File: src/pkg/cel_map.svh
// constants for the per-channel event latch register block
// assumes inclusion by the event latch package and design files
`ifndef CEL_MAP_SVH
`define CEL_MAP_SVH

// register map: high nibble picks channel, low nibble picks register
`define CEL_OFS_EVENT_LO      4'h2
`define CEL_OFS_ALARM_LO      4'h3
`define CEL_BANK_A_FIRST      4'h0
`define CEL_BANK_A_LAST       4'h5
`define CEL_BANK_B_FIRST      4'h8
`define CEL_BANK_B_LAST       4'hD
`define CEL_BANK_B_BASE_CH    4'h6

// field positions within both registers
`define CEL_BIT_FIFO_LIMIT    3
`define CEL_BIT_LOCK_LOST     2
`define CEL_BIT_SIGNAL_ABSENT 1
`define CEL_BIT_DRIVE_MON     0

// reset and filler values
`define CEL_RST_EVENTS        4'h0
`define CEL_RST_DATA          8'h00
`define CEL_UNMAPPED_DATA     8'h00

// channel count
`define CEL_NUM_CHANNELS      12

`endif

File: src/pkg/cel_pkg.sv
// types shared by the per-channel event latch block
// assumes cel_map.svh sits on the include path

`include "cel_map.svh"

package cel_pkg;

	// four watched conditions, packed in register bit order
	typedef struct packed {
		logic fifo_limit_alarm;
		logic receive_lock_lost;
		logic signal_absent_defect;
		logic drive_monitor_flag;
	} cel_cond_t;

	// decoded processor address
	typedef struct packed {
		logic       hit_event;
		logic       hit_alarm;
		logic [3:0] channel;
	} cel_decode_t;

	// processor read request
	typedef struct packed {
		logic       rd_stb;
		logic [7:0] addr;
	} cel_rd_req_t;

endpackage

File: src/hw/cel_event_latch.sv
// twelve-channel change-of-condition event latch with processor read port
// assumes processor strobes and condition inputs are synchronous to clk

`timescale 1ns/1ps

`include "cel_map.svh"

module cel_event_latch #(
	parameter int NUM_CH = `CEL_NUM_CHANNELS
) (
	// clock and reset
	input  wire logic                      clk,
	input  wire logic                      rstn,
	// processor read port
	input  wire logic                      proc_rd_stb,
	input  wire logic [7:0]                proc_addr,
	output logic      [7:0]                proc_rd_data,
	output logic                           proc_rd_valid,
	// per-channel condition sources
	input  wire cel_pkg::cel_cond_t [NUM_CH-1:0] cond_in,
	// per-channel enables from the enable register
	input  wire cel_pkg::cel_cond_t [NUM_CH-1:0] event_enable,
	// interrupt requests
	output logic      [NUM_CH-1:0]         chan_irq,
	output logic                           irq_any
);

	////////////////////////////////////////////////////////////////////////
	// address decoding

	// maps a processor address onto a channel and register
	function automatic cel_pkg::cel_decode_t decode_addr(
		input logic [7:0] addr
	);
		cel_pkg::cel_decode_t dec;
		logic [3:0]           hi;
		logic [3:0]           lo;
		logic                 bank_ok;
		dec     = '0;
		hi      = addr[7:4];
		lo      = addr[3:0];
		bank_ok = 1'b0;
		if (hi >= `CEL_BANK_A_FIRST && hi <= `CEL_BANK_A_LAST) begin
			bank_ok     = 1'b1;
			dec.channel = hi - `CEL_BANK_A_FIRST;
		end else if (hi >= `CEL_BANK_B_FIRST && hi <= `CEL_BANK_B_LAST) begin
			bank_ok     = 1'b1;
			dec.channel = hi - `CEL_BANK_B_FIRST + `CEL_BANK_B_BASE_CH;
		end
		if (bank_ok && lo == `CEL_OFS_EVENT_LO) begin
			dec.hit_event = 1'b1;
		end else if (bank_ok && lo == `CEL_OFS_ALARM_LO) begin
			dec.hit_alarm = 1'b1;
		end
		return dec;
	endfunction

	cel_pkg::cel_decode_t rd_dec;
	cel_pkg::cel_rd_req_t rd_req;

	// bundle the read request
	assign rd_req.rd_stb = proc_rd_stb;
	assign rd_req.addr   = proc_addr;
	assign rd_dec        = decode_addr(rd_req.addr);

	////////////////////////////////////////////////////////////////////////
	// per-channel latches

	cel_pkg::cel_cond_t [NUM_CH-1:0] events;
	cel_pkg::cel_cond_t [NUM_CH-1:0] live;
	logic               [NUM_CH-1:0] clr_sel;

	genvar g;
	generate
		for (g = 0; g < NUM_CH; g++) begin : g_chan
			// clear only the channel whose event register is read
			assign clr_sel[g] = rd_req.rd_stb && rd_dec.hit_event &&
				(rd_dec.channel == 4'(g));

			cel_chan_latch u_latch (
				.clk           (clk),
				.rstn          (rstn),
				.cond          (cond_in[g]),
				.enable        (event_enable[g]),
				.clear_on_read (clr_sel[g]),
				.events        (events[g]),
				.live          (live[g]),
				.irq           (chan_irq[g])
			);
		end
	endgenerate

	// any enabled event on any channel
	assign irq_any = |chan_irq;

	////////////////////////////////////////////////////////////////////////
	// read data path

	logic [7:0] rd_data_d;
	logic [7:0] rd_data_q;
	logic       rd_valid_q;

	// select latched events or live state; reserved bits read zero
	always_comb begin
		rd_data_d = `CEL_UNMAPPED_DATA;
		if (rd_dec.hit_event && rd_dec.channel < 4'(NUM_CH)) begin
			rd_data_d = {4'h0, events[rd_dec.channel]};
		end else if (rd_dec.hit_alarm && rd_dec.channel < 4'(NUM_CH)) begin
			rd_data_d = {4'h0, live[rd_dec.channel]};
		end
	end

	// capture pre-clear value so the read returns what was latched
	always_ff @(posedge clk) begin
		if (!rstn) begin
			rd_data_q <= `CEL_RST_DATA;
		end else if (rd_req.rd_stb) begin
			rd_data_q <= rd_data_d;
		end
	end

	// one-cycle answer marker
	always_ff @(posedge clk) begin
		if (!rstn) begin
			rd_valid_q <= 1'b0;
		end else begin
			rd_valid_q <= rd_req.rd_stb;
		end
	end

	assign proc_rd_data  = rd_data_q;
	assign proc_rd_valid = rd_valid_q;

endmodule

File: src/hw/cel_chan_latch.sv
// one channel of change-of-condition latching
// assumes condition inputs are synchronous to clk

`timescale 1ns/1ps

`include "cel_map.svh"

module cel_chan_latch (
	// clock and reset
	input  wire logic           clk,
	input  wire logic           rstn,
	// live conditions and enables
	input  wire cel_pkg::cel_cond_t cond,
	input  wire cel_pkg::cel_cond_t enable,
	// read side effect
	input  wire logic           clear_on_read,
	// state out
	output cel_pkg::cel_cond_t  events,
	output cel_pkg::cel_cond_t  live,
	output logic                irq
);

	cel_pkg::cel_cond_t prev_q;
	cel_pkg::cel_cond_t events_q;
	cel_pkg::cel_cond_t events_d;
	cel_pkg::cel_cond_t change;
	logic               primed_q;

	// first sample after reset only primes the history
	always_ff @(posedge clk) begin
		if (!rstn) begin
			primed_q <= 1'b0;
		end else begin
			primed_q <= 1'b1;
		end
	end

	// history of live state
	always_ff @(posedge clk) begin
		if (!rstn) begin
			prev_q <= `CEL_RST_EVENTS;
		end else begin
			prev_q <= cond;
		end
	end

	// either edge counts as a change
	assign change = primed_q ? (cond ^ prev_q) : `CEL_RST_EVENTS;

	// set beats clear so no event is lost
	always_comb begin
		events_d = events_q;
		if (clear_on_read) begin
			events_d = `CEL_RST_EVENTS;
		end
		events_d = events_d | change;
	end

	// sticky event bits
	always_ff @(posedge clk) begin
		if (!rstn) begin
			events_q <= `CEL_RST_EVENTS;
		end else begin
			events_q <= events_d;
		end
	end

	assign events = events_q;
	assign live   = prev_q;
	assign irq    = |(events_q & enable);

endmodule

File: config.mk
export PLATFORM = sky130hd
export DESIGN_NAME = cel_event_latch
export DESIGN_NICKNAME = d
export VERILOG_FILES = /design/src/pkg/cel_pkg.sv /design/src/hw/cel_event_latch.sv /design/src/hw/cel_chan_latch.sv
export VERILOG_INCLUDE_DIRS = /design/src /design/src/pkg
export SDC_FILE = /design/constraint.sdc
export NUM_CORES = 1
export LEC_CHECK = 0
export ABC_AREA = 0
export BUFFER_PORTS_ARGS = -buffer_cell sky130_fd_sc_hd__buf_2
export CAP_MARGIN = 20
export CELL_PAD_IN_SITES_DETAIL_PLACEMENT = 0
export CELL_PAD_IN_SITES_GLOBAL_PLACEMENT = 1
export CORE_MARGIN = 2
export CORE_UTILIZATION = 46
export CTS_BUF_LIST = sky130_fd_sc_hd__clkbuf_4
export CTS_CLUSTER_DIAMETER = 50
export DETAILED_ROUTE_END_ITERATION = 16
export GPL_ROUTABILITY_DRIVEN = 0
export PLACE_DENSITY_LB_ADDON = 0.1
export SYNTH_ARGS = -nofsm -noshare
export SYNTH_HDL_FRONTEND = slang
export SYNTH_HIERARCHICAL = 1
export SYNTH_SLANG_ARGS = --single-unit
export TNS_END_PERCENT = 1
File: constraint.sdc
create_clock -name clk -period 8.5 [get_ports clk]
set_input_delay 2.125 -clock clk [delete_from_list [all_inputs] [get_ports clk]]
set_output_delay 2.125 -clock clk [all_outputs]
set_load 0.03 [all_outputs]
-- Word level (Yosys, flattened, before mapping)
Index checks and enable logic that the tools add are counted.
- $add $sub $neg: 2
- magnitude comparators: 6
- equality and inequality tests: 13
- multiplexer cells: 38
- bitwise logic cells: 36
- reduce and logical (&&, ||, !) cells: 33
- operators by type and width (operator ; number):
    $mux 4 ; 30
    $and 4x4->4 ; 12
    $or 4x4->4 ; 12
    $reduce_or 4->1 ; 12
    $reduce_or 48->1 ; 1
    $xor 4x4->4 ; 12
    $bmux 4 s4 ; 2
    $logic_and 1x1->1 ; 19
    $eq 4x2->1 const B ; 4
    $eq 4x3->1 const B ; 4
    $eq 4x4->1 const B ; 4
    $mux 1 ; 6
    $lt 4x5->1 const B ; 1
    $add 4x3->4 const B ; 1
    $eq 4x1->1 const B ; 1
    $ge 4x1->1 const B ; 1
    $ge 4x4->1 const B ; 1
    $le 4x3->1 const B ; 1
    $le 4x4->1 const B ; 1
    $logic_not 4->1 ; 1
    $lt 4x4->1 const B ; 1
    $sub 4x4->4 const B ; 1
- register bits after elaboration: 106
- bits of input ports: 107
- output and inout bits: 22
- word-level logic and storage cells: 227

-- Longest topological paths before layout
- depth in word-level cells: 10
- depth in mapped cells: 11
- depth with buffers taken out: 8

-- By module
Netlist, hierarchy kept.
- by module, submodules not included (module ; instances ; cells each ; area an instance (sq um) ; seq. area each (sq um)):
    cel_chan_latch ; 12 ; 29 ; 315.3 ; 180.2
    cel_event_latch ; 1 ; 269 ; 1999.4 ; 100.1

-- Least setup slack after synthesis
OpenSTA, ideal clock, no wires.
- path kind: input port to output port
- from: input port event_enable[9] in the netlist's numbering
- to: output port irq_any
- data arrival time: 3.124 ns
- data required time: 6.375 ns
- path slack: 3.251 ns
- stages: 4
- buffers on the path: 0
- cells stage by stage: a22oi_1 nand2_1 nor4_1 nand3_1
- word-level cells in the longest chain between the ends: 2
- ends and longest elaborated chain (item ; line ; source):
    from (decl) ; cel_event_latch.sv:22 ; input wire cel_pkg::cel_cond_t [NUM_CH-1:0] event_enable,
    $and 4x4->4 ; cel_chan_latch.sv:70 ; assign irq = |(events_q & enable);
    $reduce_or 48->1 ; cel_event_latch.sv:94 ; assign irq_any = |chan_irq;
    to (decl) ; cel_event_latch.sv:25 ; output logic irq_any
Every way passes these cells.

-- Worst setup path after layout
- from: input port event_enable[8] in the netlist's numbering
- to: output port irq_any
Same word-level chain as after synthesis.

==> run metrics <==
P_sw 387 uW; Reg power frac 0.462; period utilization 0.686; vias in the first global route 5,060; Clock Path Buffers 2; RSZ-0062 raised after global routing false; sw frac 0.292; Site Rows 40; CTS buffer count 17; Data required, critical path 6380 ps; Max VDD drop 0.000169 V; critical path arrival 3710 ps; CP Buf/Inv Count 2; Pre-Repair DR Iteration Count 6; Root Buffer Master clkbuf_4; initial drt markers 429; IO Pins 129; routed wire length 16,900 um; antenna-violating nets left 0; TritonCTS clock tree yes; most instantiated cells after synthesis 113 x dfxtp_1, 50 x and2_1, 49 x o21ai_1; Overflow after GRT 0; Worst Max-Slew Pin Slew 1060 ps; flops & latches, synth 113; Syn Inst Count about 600; Warnings, synthesis 6; Leak roughly 0.0026 uW; clock network power share 0.360; Post-CTS Setup Inserts 0; share of layout cells above drive strength 1 0.246; clock sink total ~110; fin nets 843; Syn Area/Cell 9.37 um^2; largest net degree at the start of global routing 76; number of synthesized flops with an enable pin 0; Reg clk slew, reported paths approximately 90 ps; H-tree levels 4; combinational power share 0.178; post-synthesis sequential area ratio 0.391; Mapped Area 5780 um^2; most frequent CP cell buf_2; Worst setup SP type primary input; Max-Cap Viols 0; Synth-to-Final Area Change 17.3%; vias per inst ~5.8; Max stage delay on crit path 670 ps; GRT Total Usage 0.258; Pwr per Cell Area 196 nW/um^2; Final min period just under 6000 ps; PostCTS Resize Cnt 0; outcome complete, no violations; CP Max Fanout 2; utilization after layout 0.558; Netlist cell types 60; Die H ~120 um; Core Area between 10,000 and 15,000 um^2; hold crit path type reg -> reg; fin. max-slew vios 0; pre-CTS setup slack 2730 ps; Die ar. 13,500 um^2; ys async rst share 0; Main synth FF type dfxtp_1; Final setup viols 0; critical setup path kind in -> out; initial antenna violation count 0; ANT cells 0; dpl hpwl 12,400 um; Pint 940 uW; # fillers 1,152; DR vias ~5,300; Setup TNS 0 ps; worst path cell trace buf_2 -> a22oi_1 -> nand2_1 -> nor4_1 -> nand3_1 -> buf_2; fmax 0.171 GHz; PnR worst setup slack 2670 ps; top-area cell type share of the netlist area 0.391; Synth area leaders dfxtp_1 39%, xnor2_1 7.3%, nand3b_1 6.2%; max_slew headroom 0.295; starting density of the core 0.476; die width 116 um; CP Capture Type output port; top-count cell post-synth dfxtp_1; Skew-Pair Late Insertion Delay ~550 ps; CP max stage cell nor4_1; # port buffers 124; first-pass GRT wire length 26,400 um; delay-heaviest family, CP simple AND/OR/NAND/NOR gates; DR WL/cell 18.5 um; leading area contributor after synthesis dfxtp_1; Remaining DRCs 0; Worst Clk Skew between 15 and 20 ps; endpoints failing hold 0; Hold Buf Count CTS 0
==> tightest hold or removal path: cells and delay by family (launching register included) <==
family,cells,cell delay (ps)
AND/OR/NAND/NOR,1,80
flip-flops,1,320
AO/OA/AOI/OAI,1,60
==> cell usage in the layout (no fill, tap or decap), drive strengths merged, types with 3 or more instances in the layout <==
| master | count |
|---|---|
| xnor2 | 48 |
| nand3 | 8 |
| dfxtp | 113 |
| inv | 5 |
| nand2b | 4 |
| o211ai | 3 |
| a221oi | 21 |
| mux4 | 7 |
| conb | 4 |
| nand2 | 39 |
| and3 | 3 |
| and2 | 51 |
| nor2 | 26 |
| o22ai | 16 |
| nor3 | 5 |
| nand3b | 48 |
| nor2b | 3 |
| mux2i | 20 |
| buf | 128 |
| clkinvlp | 3 |
| clkbuf | 20 |
| clkinv | 4 |
| a22oi | 39 |
| o221ai | 8 |
| bufinv | 5 |
| nor4 | 3 |
| o21ai | 58 |
| a21oi | 12 |
| a21boi | 3 |
| a211oi | 9 |
| a31oi | 3 |
| a2111oi | 5 |
==> state kept, by name, summed over array words and instances (netlist names) <==
signal / count
g_chan.u_latch/events: 48
g_chan.u_latch/live: 48
g_chan.u_latch/primed_q: 12
proc_rd_data: 4
proc_rd_valid: 1
==> layout make-up <==
| class | instances | area [um^2] | area share |
|---|---|---|---|
| Tap cell | 168 | 210 | 0.0310 |
| Inverter | 5 | 18.8 | 0.00277 |
| Multi-Input combinational cell | 470 | 3300 | 0.487 |
| Timing Repair Buffer | 128 | 653 | 0.0963 |
| Sequential cell | 113 | 2260 | 0.333 |
| Clock inverter | 12 | 189 | 0.0278 |
| Clock buffer | 20 | 150 | 0.0221 |
==> power by group through the flow <==
stage,registers [uW],logic (uW),clock network (uW)
global route,619,259,507
CTS,613,235,486
detailed placement,625,233,0
global placement,624,229,0
floorplan,609,161,0
finish,613,236,478
==> logic make-up (layout without fill, tap and decap cells) <==
| group | Yosys count | count (layout) | share of synthesized area |
|---|---|---|---|
| other | 1 | 4 | 0.000648 |
| adder cells (fa/ha/maj) | 1 | 1 | 0.00216 |
| flip-flops | 113 | 113 | 0.391 |
| XOR/XNOR | 49 | 49 | 0.0742 |
| AND/OR/NAND/NOR | 196 | 196 | 0.200 |
| AO/OA/AOI/OAI | 193 | 193 | 0.229 |
| multiplexers | 27 | 27 | 0.0619 |
| buffers and inverters | 37 | 165 | 0.0405 |
==> per-layer routing <==
metal,global-route usage,part of all wire,vias to the layer above
met2,0.383,0.44,225
li1,-,-,2570
met4,0.101,0.027,0
met3,0.0804,0.083,33
met1,0.351,0.45,2501
met5,0,0,-
==> worst paths after layout <==
kind | from | to | slack (ps) | depth (start not counted)
worst min register to register | g_chan[10].u_latch/primed_q | g_chan[10].u_latch/events[3] | 490 | 2
worst min-delay path | g_chan[10].u_latch/primed_q | g_chan[10].u_latch/events[3] | 490 | 2
worst max-delay path | event_enable[8] | irq_any | 2670 | 6
worst max register to register | g_chan[9].u_latch/live[3] | proc_rd_data[3] | 6600 | 5
==> stage by stage <==
step                      cells  power [uW]  hold slack, ps  instance area (um^2)
after floorplan             620         770             456                  5790
after global placement      884         853             469                  6440
after detailed placement    884         858             478                  6440
after CTS                   916        1330             494                  6780
after global routing        916        1380             517                  6780
final                       916        1330             488                  6780
Power figures use the tool's default switching activity.
